### src/fos_consts.vh
// Purpose: Constants for the flash command sequencer (once-program, erase, unsecure).
// Assumes: Included by fos_seq.v, by its assertion module and by the bench.
// Notes: Offsets are word indices on the plain register port.
`ifndef FOS_CONSTS_VH
`define FOS_CONSTS_VH
// ==========================================
// Register offsets
`define FOS_A_STAT 4'h0
`define FOS_A_IDX 4'h1
`define FOS_A_DATA 4'h2
`define FOS_A_PROT 4'h3
`define FOS_A_MODE 4'h4
`define FOS_A_SEC 4'h5
`define FOS_A_OTPST 4'h6
// ==========================================
// Status field positions
`define FOS_B_CCF 7
`define FOS_B_ACC 5
`define FOS_B_PV 4
`define FOS_B_VE1 1
`define FOS_B_VE0 0
// Protection register bit positions
`define FOS_B_PPROT 0
`define FOS_B_DPROT 1
`define FOS_B_SECTP 2
// Mode register: bit 0 allows erase-all, bit 1 allows the rest
`define FOS_B_MALL 0
`define FOS_B_MNRM 1
// ==========================================
// Command codes
`define FOS_C_ONCE 8'h07
`define FOS_C_ALL 8'h08
`define FOS_C_BLK 8'h09
`define FOS_C_SECT 8'h0a
`define FOS_C_UNSEC 8'h0b
// Parameter indices
`define FOS_I_000 3'h0
`define FOS_I_001 3'h1
`define FOS_I_101 3'h5
`define FOS_ONCE_MAX 16'h0007
// Valid blocks: addr[22:16]
`define FOS_BLK_P0 7'h7f
`define FOS_BLK_D0 7'h10
// ==========================================
// Reset values
`define FOS_R_MODE 2'h3
`define FOS_R_PROT 3'h0
// Array operation times
`define FOS_T_PROG_US 20
`define FOS_T_ERASE_US 200
`define FOS_CLK_MHZ 20
`endif

### src/fos_seq.v
// Purpose: Flash command sequencer for once-program, block/sector/all erase, unsecure.
// Assumes: Single clock; array behaviour modelled by timers and verify-fail and verify-uncorrectable inputs.
// Notes: Register port has one-cycle read latency and never stalls.
`timescale 1ns/100ps
`include "fos_consts.vh"

// What this block does
// - Once-program writes only 8 phrases of reserved field in block 0.
// - Once-program checks erased, programs, verifies; complete flag clear meanwhile.
// - Phrase index above 0x0007 raises access error.
// - Reprogramming an already programmed phrase raises access error.
// - Phrase programmed to all ones still counts as unprogrammed.
// - Reads of block 0 return invalid data during once-program.
// - Last parameter index must match command or access error.
// - Command not permitted in current mode raises access error.
// - Verify failures set verify-error bit 1; uncorrectable also set bit 0.
// - Code 0x08 erases all flash, verifies, releases security on success.
// - Erase-all and unsecure raise protection violation if P-flash or D-flash is protected.
// - Code 0x09 erases block named by address bits 22..16 and 15..0.
// - Block and sector erase reject invalid block bits with access error.
// - Block erase rejects misaligned P-flash or D-flash addresses.
// - Block erase raises protection violation if block protected.
// - Code 0x0A erases sector containing address, then verifies.
// - Sector erase: address low bits nonzero is access error; protected sector violates.
// - Code 0x0B erases, verifies, unsecures; failure sets bit 1, security unchanged.
// - Clearing complete flag launches; flag sets when operation fully finishes.
module fos_seq (
  input wire sys_clk,
  input wire rst_b,
  input wire clk_en,
  input wire [3:0] reg_addr,
  input wire [15:0] reg_wdata,
  input wire reg_wr,
  input wire reg_rd,
  input wire verify_fail,
  input wire verify_uncorr,
  input wire blk0_rd,
  output reg [15:0] reg_rdata,
  output reg blk0_rd_invalid,
  output reg array_busy,
  output reg secure_q
);
  localparam PROG_CYC = `FOS_T_PROG_US * `FOS_CLK_MHZ;
  localparam ERASE_CYC = `FOS_T_ERASE_US * `FOS_CLK_MHZ;
  // ==========================================
  // States, one-hot
  localparam S_IDLE = 4'b0001;
  localparam S_CHK = 4'b0010;
  localparam S_OPER = 4'b0100;
  localparam S_VER = 4'b1000;

  reg [3:0] state_q;
  reg [15:0] cmd_param_array [0:5];
  reg [2:0] param_index;
  reg cmd_complete_flag;
  reg access_error_flag;
  reg protect_violation_flag;
  reg verify_error_any;
  reg verify_error_uncorrectable;
  reg [2:0] prot_q;
  reg [1:0] mode_q;
  reg [7:0] once_done_q;
  reg [15:0] timer_q;
  reg unsec_q;
  integer i;

  wire [7:0] cmd = cmd_param_array[0][15:8];
  wire [6:0] blk = cmd_param_array[0][6:0];
  wire [15:0] addr_lo = cmd_param_array[1];
  wire [2:0] phr = cmd_param_array[1][2:0];
  wire data_all_ones = &{cmd_param_array[2], cmd_param_array[3], cmd_param_array[4],
    cmd_param_array[5]};

  function blk_ok;
    input [6:0] b;
    begin
      blk_ok = (b == `FOS_BLK_P0) || (b == `FOS_BLK_D0);
    end
  endfunction

  function [15:0] cyc16;
    input integer n;
    begin
      cyc16 = n[15:0];
    end
  endfunction

  // ==========================================
  // Launch checks
  reg acc_err;
  reg pv_err;
  always @* begin
    acc_err = 1'b0;
    pv_err = 1'b0;
    case (cmd)
      `FOS_C_ONCE: begin
        acc_err = (param_index != `FOS_I_101) || !mode_q[`FOS_B_MNRM] ||
          (addr_lo > `FOS_ONCE_MAX) ||
          once_done_q[phr];
      end
      `FOS_C_ALL, `FOS_C_UNSEC: begin
        acc_err = (param_index != `FOS_I_000) ||
          !mode_q[(cmd == `FOS_C_ALL) ? `FOS_B_MALL : `FOS_B_MNRM];
        pv_err = prot_q[`FOS_B_PPROT] | prot_q[`FOS_B_DPROT];
      end
      `FOS_C_BLK: begin
        acc_err = (param_index != `FOS_I_001) || !mode_q[`FOS_B_MNRM] ||
          !blk_ok(blk) ||
          ((blk == `FOS_BLK_P0) ? (addr_lo[2:0] != 3'h0) : addr_lo[0]);
        pv_err = (blk == `FOS_BLK_P0) ? prot_q[`FOS_B_PPROT] : prot_q[`FOS_B_DPROT];
      end
      `FOS_C_SECT: begin
        acc_err = (param_index != `FOS_I_001) || !mode_q[`FOS_B_MNRM] ||
          (blk != `FOS_BLK_P0) ||
          (addr_lo[2:0] != 3'h0);
        pv_err = prot_q[`FOS_B_SECTP];
      end
      default: acc_err = 1'b1;
    endcase
  end

  // ==========================================
  // Sequencer and registers
  always @(posedge sys_clk or negedge rst_b) begin
    if (!rst_b) begin
      state_q <= S_IDLE;
      for (i = 0; i < 6; i = i + 1) begin
        cmd_param_array[i] <= 16'h0000;
      end
      param_index <= 3'h0;
      cmd_complete_flag <= 1'b1;
      access_error_flag <= 1'b0;
      protect_violation_flag <= 1'b0;
      verify_error_any <= 1'b0;
      verify_error_uncorrectable <= 1'b0;
      prot_q <= `FOS_R_PROT;
      mode_q <= `FOS_R_MODE;
      once_done_q <= 8'h00;
      timer_q <= 16'h0000;
      unsec_q <= 1'b0;
      reg_rdata <= 16'h0000;
      blk0_rd_invalid <= 1'b0;
      array_busy <= 1'b0;
      secure_q <= 1'b1;
    end else if (clk_en) begin
      reg_rdata <= 16'h0000;
      if (reg_rd) begin
        case (reg_addr)
          `FOS_A_STAT: reg_rdata <= {8'h00, cmd_complete_flag, 1'b0, access_error_flag,
            protect_violation_flag, 2'b00, verify_error_any, verify_error_uncorrectable};
          `FOS_A_IDX: reg_rdata <= {13'h0000, param_index};
          `FOS_A_DATA: reg_rdata <= (param_index < 3'h6) ? cmd_param_array[param_index]
            : 16'h0000;
          `FOS_A_PROT: reg_rdata <= {13'h0000, prot_q};
          `FOS_A_MODE: reg_rdata <= {14'h0000, mode_q};
          `FOS_A_SEC: reg_rdata <= {15'h0000, secure_q};
          `FOS_A_OTPST: reg_rdata <= {8'h00, once_done_q};
          default: reg_rdata <= 16'h0000;
        endcase
      end
      // Writes are ignored while busy; protects a running erase
      if (reg_wr && cmd_complete_flag) begin
        case (reg_addr)
          `FOS_A_STAT: begin
            if (reg_wdata[`FOS_B_ACC]) access_error_flag <= 1'b0;
            if (reg_wdata[`FOS_B_PV]) protect_violation_flag <= 1'b0;
            // Launch refused while old access or protection errors stand
            if (reg_wdata[`FOS_B_CCF] && !access_error_flag && !protect_violation_flag)
              begin
              cmd_complete_flag <= 1'b0;
              verify_error_any <= 1'b0;
              verify_error_uncorrectable <= 1'b0;
              state_q <= S_CHK;
            end
          end
          `FOS_A_IDX: param_index <= reg_wdata[2:0];
          `FOS_A_DATA: if (param_index < 3'h6) cmd_param_array[param_index] <= reg_wdata;
          `FOS_A_PROT: prot_q <= reg_wdata[2:0];
          `FOS_A_MODE: mode_q <= reg_wdata[1:0];
          default: ;
        endcase
      end
      blk0_rd_invalid <= blk0_rd && array_busy && (cmd == `FOS_C_ONCE);
      case (state_q)
        S_IDLE: ;
        S_CHK: begin
          if (acc_err || pv_err) begin
            access_error_flag <= acc_err;
            protect_violation_flag <= pv_err;
            cmd_complete_flag <= 1'b1;
            state_q <= S_IDLE;
          end else begin
            array_busy <= 1'b1;
            unsec_q <= (cmd == `FOS_C_ALL) || (cmd == `FOS_C_UNSEC);
            timer_q <= (cmd == `FOS_C_ONCE) ? cyc16(PROG_CYC) : cyc16(ERASE_CYC);
            state_q <= S_OPER;
          end
        end
        S_OPER: begin
          if (timer_q != 16'h0000) begin
            timer_q <= timer_q - 16'h0001;
          end else begin
            state_q <= S_VER;
          end
        end
        S_VER: begin
          array_busy <= 1'b0;
          if (verify_fail) begin
            verify_error_any <= 1'b1;
            verify_error_uncorrectable <= verify_uncorr;
          end else if (unsec_q) begin
            secure_q <= 1'b0;
          end
          // Only the 8 reserved phrases are tracked; all-ones stays open
          if (cmd == `FOS_C_ONCE && !data_all_ones) once_done_q[phr] <= 1'b1;
          cmd_complete_flag <= 1'b1;
          state_q <= S_IDLE;
        end
        default: state_q <= S_IDLE;
      endcase
    end
  end
endmodule // fos_seq

### config.mk
export PLATFORM = sky130hd
export DESIGN_NAME = fos_seq
export DESIGN_NICKNAME = d
export VERILOG_FILES = /design/src/fos_seq.v
export VERILOG_INCLUDE_DIRS = /design/src
export SDC_FILE = /design/constraint.sdc
export NUM_CORES = 1
export LEC_CHECK = 0
export BUFFER_PORTS_ARGS = -buffer_cell sky130_fd_sc_hd__buf_2
export CAP_MARGIN = 20
export CORE_UTILIZATION = 50
export DETAILED_ROUTE_END_ITERATION = 16
export PLACE_DENSITY = 0.67
export SLEW_MARGIN = 20
export SYNTH_ARGS = -nofsm -noshare
export SYNTH_HDL_FRONTEND = slang
export SYNTH_SLANG_ARGS = --single-unit
### constraint.sdc
create_clock -name sys_clk -period 3.2 [get_ports sys_clk]
set_clock_uncertainty 0.15 [all_clocks]
set_input_delay 0.64 -clock sys_clk [delete_from_list [all_inputs] [get_ports sys_clk]]
set_output_delay 0.64 -clock sys_clk [all_outputs]
set_load 0.01 [all_outputs]
# Word level (Yosys, flattened, before mapping)
# Cells that the tools add are included.
[classes]
reduce_logical = 43
n_addsub = 1
bitwise_logic = 5
muxes = 58
n_eq_ne = 22
n_lt_le_gt_ge = 7
[ops]
columns = ["operator", "count"]
rows = [
  ["two-way mux 16 bit", 7],
  ["one-hot mux 16 bit (7 select lines)", 1],
  ["bitwise mux 96 bit", 1],
  ["AND reduction 64 bit", 1],
  ["binary-select mux 16 bit (select 3 bit)", 1],
  ["demux 16 bit (select 3 bit)", 1],
  ["two-way mux 1 bit", 33],
  ["== test 8 x 4 -> 1 bit (second input constant)", 4],
  ["one-hot mux 16 bit (2 select lines)", 1],
  ["AND reduction 3 bit", 6],
  ["== test 4 x 3 -> 1 bit (second input constant)", 4],
  ["greater-than comparator 16 x 3 -> 1 bit (second input constant)", 1],
  ["two-way mux 4 bit", 4],
  ["nonzero test 16 bit", 1],
  ["subtractor 16 x 1 -> 16 bit (second input constant)", 1],
  ["== test 4 x 2 -> 1 bit (second input constant)", 3],
  ["logical OR 1 bit", 12],
  ["two-way mux 12 bit", 1],
  ["one-hot mux 4 bit (3 select lines)", 1],
  ["AND reduction 4 bit", 3],
  ["== test 4 x 1 -> 1 bit (second input constant)", 2],
  ["== test 8 x 3 -> 1 bit (second input constant)", 1],
  ["logical AND 1 bit", 8],
  ["bitwise OR 8 bit", 1],
  ["27 further kinds", 37],
]
[totals]
elab_cells = 158
register_bits = 157
input_bits = 28

# Logic depth before layout (Yosys ltp)
# Gate-level depths: netlist of the first run.
[logic_depth]
ltp_word = 11
depth_mapped = 10
depth_no_buf = 8

# Worst setup path after synthesis of the first run
# OpenSTA, ideal clock, no wires.
[synth_path]
path_kind = "input-to-reg"
startpoint = "in reg_addr[1]"
endpoint = "reg cmd_param_array[53] (netlist bit)"
t_arrival_ns = 2.546
setup_time_ns = 0.125
path_stages = 9
path_slack_ns = 0.379
required_time_ns = 2.925
path_cell_list = "buf_2 -> nand2b_1 -> or3_1 -> clkbuf_1 -> nor3_1 -> nand2_1 -> nor2_1 -> buf_2 -> mux2_2"
[synth_via]
elab_chain_cells = 2
[synth_rtl]
columns = ["item", "line_no", "source"]
rows = [
  ["start: declaration", "fos_seq.v:31", "input wire [3:0] reg_addr,"],
  ["== test 4 x 2 -> 1 bit", "fos_seq.v:163", "case (reg_addr)"],
  ["AND reduction 4 bit (no line)", "--", ""],
  ["end signal: indexed assignment", "fos_seq.v:177", "`FOS_A_DATA: if (param_index < 3'h6) cmd_param_array[param_index] <= reg_wdata;"],
  ["end: declaration", "fos_seq.v:53", "reg [15:0] cmd_param_array [0:5];"],
]
# No other way between the ends.
# A chain may end at the register's enable or synchronous reset.

# Worst setup path in the final report of the first run
[layout_path]
startpoint = "reg cmd_param_array (netlist bit cmd[5])"
endpoint = "reg timer_q[3]"
[layout_via]
elab_chain_cells = 11
word_cells_on_any_way = 17
classes_between = "eq/ne: 6; mux: 6; reduce/logical: 5"
[layout_rtl]
columns = ["item", "line_no", "source"]
rows = [
  ["== test 8 x 4 -> 1 bit", "fos_seq.v:95", "case (cmd)"],
  ["two-way mux 1 bit (no line)", "--", ""],
  ["two-way mux 1 bit (3 in series)", "fos_seq.v:103", "!mode_q[(cmd == `FOS_C_ALL) ? `FOS_B_MALL : `FOS_B_MNRM];"],
  ["zero test 1 bit", "fos_seq.v:103", ""],
  ["logical OR 1 bit", "fos_seq.v:102", "acc_err = (param_index != `FOS_I_000) ||"],
  ["one-hot mux 1 bit (4 select lines)", "fos_seq.v:95", ""],
  ["logical OR 1 bit *", "fos_seq.v:187", "if (acc_err || pv_err) begin"],
  ["inequality test 2 bit (no line) *", "--", ""],
  ["AND reduction 4 bit (no line) *", "--", ""],
  ["end signal: assignment", "fos_seq.v:195", "timer_q <= (cmd == `FOS_C_ONCE) ? cyc16(PROG_CYC) : cyc16(ERASE_CYC);"],
  ["end signal: assignment", "fos_seq.v:201", "timer_q <= timer_q - 16'h0001;"],
  ["end: declaration", "fos_seq.v:63", "reg [15:0] timer_q;"],
]
# Every way passes the cells marked *; elsewhere a longest branch is shown, timed or not. The select of a mux whose other input is x is not followed.

==> results of run 1 <==
[per-stage QoR]
| stage | util, % | cells | hold slack, ns | setup WS [ns] | area [um^2] |
|---|---|---|---|---|---|
| floorplan | - | 676 | 0.1944 | 0.3795 | 8120 |
| global placement | 54.80 | 929 | 0.3158 | 0.3355 | 8706 |
| detailed placement | 54.80 | 929 | 0.3192 | 0.2415 | 8706 |
| CTS | 58.53 | 960 | 0.3133 | 0.2291 | 9298 |
| global route | 58.53 | 960 | 0.3261 | 0.1152 | 9298 |
| finish | 58.53 | 960 | 0.3192 | 0.2431 | 9298 |
[registers in the layout (all words and copies together) (netlist names), 2 cells and up]
register,flops
addr_lo,16
blk,7
cmd,8
cmd_param_array,65
mode_q,2
once_done_q,8
param_index,3
prot_q,3
reg_rdata,16
state_q,4
timer_q,16
[power by group]
| part | switching, mW | internal (mW) |
|---|---|---|
| registers | 0.00315 | 1.99 |
| logic | 0.104 | 0.0364 |
| clock network | 0.812 | 1.21 |
[layer usage]
| metal | routed length, um | GRT usage [%] | part of all wire (%) |
|---|---|---|---|
| met1 | 9254 | 35.06 | 45 |
| met2 | 9600 | 41.08 | 47 |
| met3 | 947 | 6.895 | 4.6 |
| met4 | 762 | 11.83 | 3.7 |
| met5 | 0 | 0 | 0 |
[worst paths after layout]
path,startpoint,end,slack [ns],cells after the start
setup / recovery,cmd[5],timer_q[3],0.24,7
hold / removal,verify_uncorr,verify_error_uncorrectable,0.32,3
setup reg to reg,cmd[5],timer_q[3],0.24,7
hold reg to reg,secure_q,secure_q,0.32,1
max in group asynchronous,rst_b,cmd_param_array[43],1.57,3
min in group asynchronous,rst_b,timer_q[1],0.53,2
[final cells by class]
class,count,area share [%]
clock buffers,22,5.100
clock inverters,8,1.157
inverters,12,0.4845
multi-input cells,465,42.56
flip-flops and latches,157,42.34
well taps,216,2.907
repair buffers,80,5.450
[cell families (layout without fill, tap and decap cells)]
group,Yosys count,count (layout),share of synthesized area (%)
multiplexers,154,154,23.64
flip-flops,157,157,48.46
XOR/XNOR,2,2,0.2158
AND/OR/NAND/NOR,197,197,13.88
adder cells (fa/ha/maj),1,1,0.1541
AO/OA/AOI/OAI,111,111,10.76
buffers and inverters,54,122,2.897
[worst max-delay path, stage by stage, from the launching register on]
cell and delay, ns:
dfrtp_1 0.39, or4_4 0.57, or4_4 0.58, nor4_4 0.31, o31ai_2 0.21, buf_4 0.28, a21oi_1 0.19, mux2i_1 0.20
[Yosys cell counts (8+ instances only)]
library cell	number
clkbuf_1	28
mux2_2	115
dfrtp_1	152
o2bb2ai_1	12
mux4_2	17
nor4_1	13
nor4b_1	8
mux2i_1	20
o21bai_1	8
nand4_1	26
inv_1	11
nand2b_1	19
buf_2	8
nand2_1	36
a21oi_1	27
nand3_1	15
nor2_1	34
[timing repair]
action	4_1_cts	5_1_grt
resized for setup	0	0
hold buffers	1	0
endpoints found under the hold margin	28	0
setup endpoints to repair	0	0
==> impl_metrics.csv, run 1 <==
group,metric,value,unit
logic_synthesis,yosysWarningCount,0,
die,die_x,129.4,um
clock_network,numCtsBuffers,17,
finish,mostFrequentLayoutCells,"151 x dfrtp_1, 115 x mux2_2, 45 x buf_2, 36 x nand2_1, 34 x nor2_1",
timing,slew_violations,0,
logic_synthesis,synth_seq_cells,157,
logic_synthesis,yosys.area.top_type,"dfrtp_1",
drt,routed_wl,20570,um
timing,fin_setup_tns,0,ns
finish,fillers,1322,
drt,vias,5921,
clock_network,cts_tree,"built",
logic_synthesis,synth-edff-count,0,
place,portBuffers,46,
logic_synthesis,async_flop_share,100.0,%
global_route,grt_pass1_wl,33040,um
finish,final_common_cell,"dfrtp_1",
drt,routedWlPerCell,21.42,um
die,core.rowCount,46,
power_and_ir_drop,ir_drop,0.3854,mV
global_route,grt_max_degree,61,
clock_network,insertion_delay,0.43,ns
timing,fin_crit_sh,92.40,%
timing,finalHoldViolations,0,
setup_path,end_kind,"flop",
setup_path,path_class,"reg2reg",
timing,rsz0062_at_grt,"no",
finish,seq_area,3936,um^2
timing,tightestPinTransition,0.8767,ns
setup_path,critPathRequiredTime,3.40,ns
logic_synthesis,syn-num-nets,705,
finish,area_delta_synth_final,14.50,%
drt,via_per_inst,6.168,
logic_synthesis,synth_area_leaders,"dfrtp_1 47%, mux2_2 16%, mux4_2 4.7%",
global_route,grt_overflow,0,
clock_network,htreeDepth,4,
job,cap_violations,0,
timing,relSlewSlack,41.20,%
logic_synthesis,synth_cells,676,
drt,dr.pass1.iters,4,
die,initial_core_util,51.12,%
logic_synthesis,synth_top_area_share,46.84,%
drt,ant_nets,0,
drt,drt_iter0_markers,485,
die,ios,47,
global_route,grt_pass1_vias,5988,
global_route,grt_usage,26.48,%
clock_network,clkSinkCount,157,
clock_network,cts_buffer_depth,2,
power_and_ir_drop,power_density,446.6,nW/um^2
timing,setup_viol,0,
clock_network,clockRootBuffer,"clkbuf_16",
logic_synthesis,synthFlopType,"dfrtp_1",
die,dieArea,16750,um^2
finish,drive_above_1_share,36.83,%
place,gp_congestion,0.8404,
place,hpwl,14260,um
finish,fin_nets,762,
timing,max_freq,338.2,MHz
global_route,antenna_found_initial,0,
clock_network,path_clk_slew,0.06,ns
power_and_ir_drop,cellLeakagePower,4.161,nW
power_and_ir_drop,report.power.total,4.152,mW
min_path,hold_class,"in2reg",
setup_path,worstPathMaxFanout,10,
clock_network,post-cts-setup-buffers,0,
logic_synthesis,ys_seq_area_share,48.46,%
logic_synthesis,synth_area,8120,um^2
finish,antennaDiodeCount,0,
logic_synthesis,yosysUniqueCellTypes,68,
setup_path,crit_arrival,3.16,ns
die,core,15890,um^2
drt,drc,0,
die,fp.dieH,129.4,um
logic_synthesis,avgSynthCellArea,12.01,um^2
timing,period_needed,2.957,ns
finish,multi_input_area,3958,um^2
run_status,outcome,"complete, no violations",
setup_path,start_kind,"flop",
(Power assumes the default switching activity.)
==> run 2, diff against run 1 <==
- BUFFER_PORTS_ARGS: -buffer_cell sky130_fd_sc_hd__buf_2 -> -buffer_cell sky130_fd_sc_hd__buf_4
==> run 2 against run 1 <==
Compared with the run above: the run now ends with hold timing left; total power decreased by 1.1%; count of clock-buffer cells in the layout decreased by 3; critical path type unchanged; largest power group is now sequential cells; wire length about the same; highest routed layer unchanged; largest cell class unchanged.
==> impl_metrics.csv, run 2 (synthesis results as in run 1) <==
group,metric,value,unit
setup_path,start_kind,"flop",
timing,tightestPinTransition,1.061,ns
clock_network,clockRootBuffer,"clkbuf_16",
finish,area_delta_synth_final,15.25,%
power_and_ir_drop,power.internal,3.139,mW
power_and_ir_drop,cellLeakagePower,4.142,nW
clock_network,ctsResizeCount,0,
power_and_ir_drop,ir_drop,0.3740,mV
finish,final_common_cell,"dfrtp_1",
clock_network,path_clk_slew,0.07,ns
die,fp.dieH,129.4,um
setup_path,cpLargestDelayFamily,"simple AND/OR/NAND/NOR gates",
global_route,antenna_found_initial,0,
finish,largest_register_ffs,65,
timing,max_freq,335.8,MHz
timing,rsz0062_at_grt,"no",
finish,antennaDiodeCount,0,
setup_path,r2r-end,"timer_q[2]",
finish,mostFrequentLayoutCells,"151 x dfrtp_1, 115 x mux2_2, 70 x buf_4, 36 x nand2_1, 34 x nor2_1",
timing,slew_violations,0,
global_route,grt_pass1_vias,5895,
die,core,15890,um^2
drt,vias,5892,
setup_path,crit_path_frequent_cell,"or4_4",
die,dieArea,16750,um^2
timing,fin_crit_sh,93.06,%
place,hpwl,14320,um
die,die_x,129.4,um
power_and_ir_drop,p_seq_share,48.5,%
global_route,grt_usage,26.29,%
clock_network,clkSinkCount,157,
setup_path,ff2ff_path_depth,7,
global_route,use_met2,42.47,%
timing,period_needed,2.978,ns
die,core.rowCount,46,
clock_network,insertion_delay,0.44,ns
setup_path,critPathRequiredTime,3.40,ns
job,cap_violations,0,
power_and_ir_drop,power_density,438.9,nW/um^2
clock_network,numCtsBuffers,17,
timing,finalHoldViolations,1,
power_and_ir_drop,clockPowerShare,48.0,%
global_route,grt_util_met3,4.789,%
drt,routed_wl,20570,um
die,ios,47,
clock_network,hold_buffers,0,
setup_path,r2r_setup_slack,0.22,ns
setup_path,crit_start,"cmd[5]",
global_route,grt_busiest_layer,"met2",
drt,via_per_inst,6.170,
timing,fin_setup_tns,0,ns
run_status,violations,"hold timing",
finish,fin_nets,755,
finish,top_register,"cmd_param_array",
clock_network,htreeDepth,4,
setup_path,r2r-start,"cmd[5]",
global_route,grt_overflow,0,
drt,routedWlPerCell,21.54,um
power_and_ir_drop,p_comb_share,3.6,%
timing,finalHoldWorstSlack,-0.004325,ns
place,portBuffers,46,
die,initial_core_util,51.12,%
run_status,outcome,"finished with violations",
clock_network,cts_buffer_depth,2,
global_route,grt_pass1_wl,32710,um
global_route,use_met1,35.47,%
global_route,grt_max_degree,74,
setup_path,crit_chain,"or4_4 -> or4_4 -> nor4_4 -> o31ai_2 -> buf_4 -> a21oi_1 -> mux2i_1",
setup_path,worst-path-buf-inv,1,
power_and_ir_drop,power_switching_share,23.57,%
clock_network,post-cts-setup-buffers,0,
setup_path,cp_slowest_cell,"or4_4",
setup_path,path_class,"reg2reg",
setup_path,worstPathMaxFanout,12,
clock_network,cts_tree,"built",
setup_path,slowest_delay,0.59,ns
timing,relSlewSlack,28.86,%
drt,drt_iter0_markers,448,
drt,ant_nets,0,
drt,drc,0,
drt,dr.pass1.iters,5,
min_path,hold_class,"in2async",
setup_path,crit_arrival,3.18,ns
power_and_ir_drop,report.power.total,4.108,mW
setup_path,end_kind,"flop",
place,gp_congestion,0.8773,
finish,fillers,1328,
finish,drive_above_1_share,36.67,%
timing,setup_viol,0,
power_and_ir_drop,p_switching,0.9684,mW
[run 2: cell count changes in the layout (fill, tap and decap cells not counted), sizes merged]
cell         before  now
buf              79   73
inv              13   17
clkbuf           22   19
clkinvlp          1    3
bufinv            2    1
dlygate4sd3       1    0
[run 2: through the flow]
step | instance area, um^2 | utilization [%] | cells | setup WS [ns] | hold WS (ns)
floorplan | 8120 | - | 676 | 0.3795 | 0.1944
global placement | 8786 | 55.31 | 923 | 0.3170 | 0.3204
detailed placement | 8786 | 55.31 | 923 | 0.2332 | 0.3136
CTS | 9359 | 58.92 | 955 | 0.2451 | 0.01845
global route | 9359 | 58.92 | 955 | 0.1076 | 0.03356
finish | 9359 | 58.92 | 955 | 0.2221 | -0.004325
[run 2: power by group through the flow]
| stage | clock network (mW) | logic (mW) | registers, mW |
|---|---|---|---|
| floorplan | 0 | 0.0405 | 2.03 |
| global placement | 0 | 0.144 | 2.03 |
| detailed placement | 0 | 0.147 | 2.03 |
| finish | 1.97 | 0.146 | 1.99 |
| CTS | 2.01 | 0.148 | 1.99 |
| global route | 2.08 | 0.161 | 1.99 |
[run 2: worst max path at each step]
stage,endpoint,depth (start not counted)
after CTS,timer_q[2],7
after global placement,timer_q[7],6
after global routing,timer_q[2],7
after floorplan,cmd_param_array[53],9
final,timer_q[2],7
after detailed placement,timer_q[2],7
[run 2: per-layer routing]
metal	wire, um	up-vias	part of all wire [%]
li1	-	2666	-
met1	9036	3032	44
met2	10060	168	49
met3	1050	26	5.1
met4	429	0	2.1
met5	0	-	0
[run 2: layout make-up]
cell class | count | area (um^2) | area share, %
clock buffers | 19 | 442.9 | 4.733
clock inverters | 13 | 130.1 | 1.390
inverters | 12 | 45.04 | 0.4813
multi-input cells | 465 | 3958 | 42.29
flip-flops and latches | 157 | 3936 | 42.06
well taps | 216 | 270.3 | 2.888
repair buffers | 73 | 576.8 | 6.163
[run 2: worst register-to-register path, stage by stage (launching register included)]
cell and delay, ns:
dfrtp_1 0.39, or4_4 0.57, or4_4 0.59, nor4_4 0.31
o31ai_2 0.24, buf_4 0.28, a21oi_1 0.18, mux2i_1 0.19
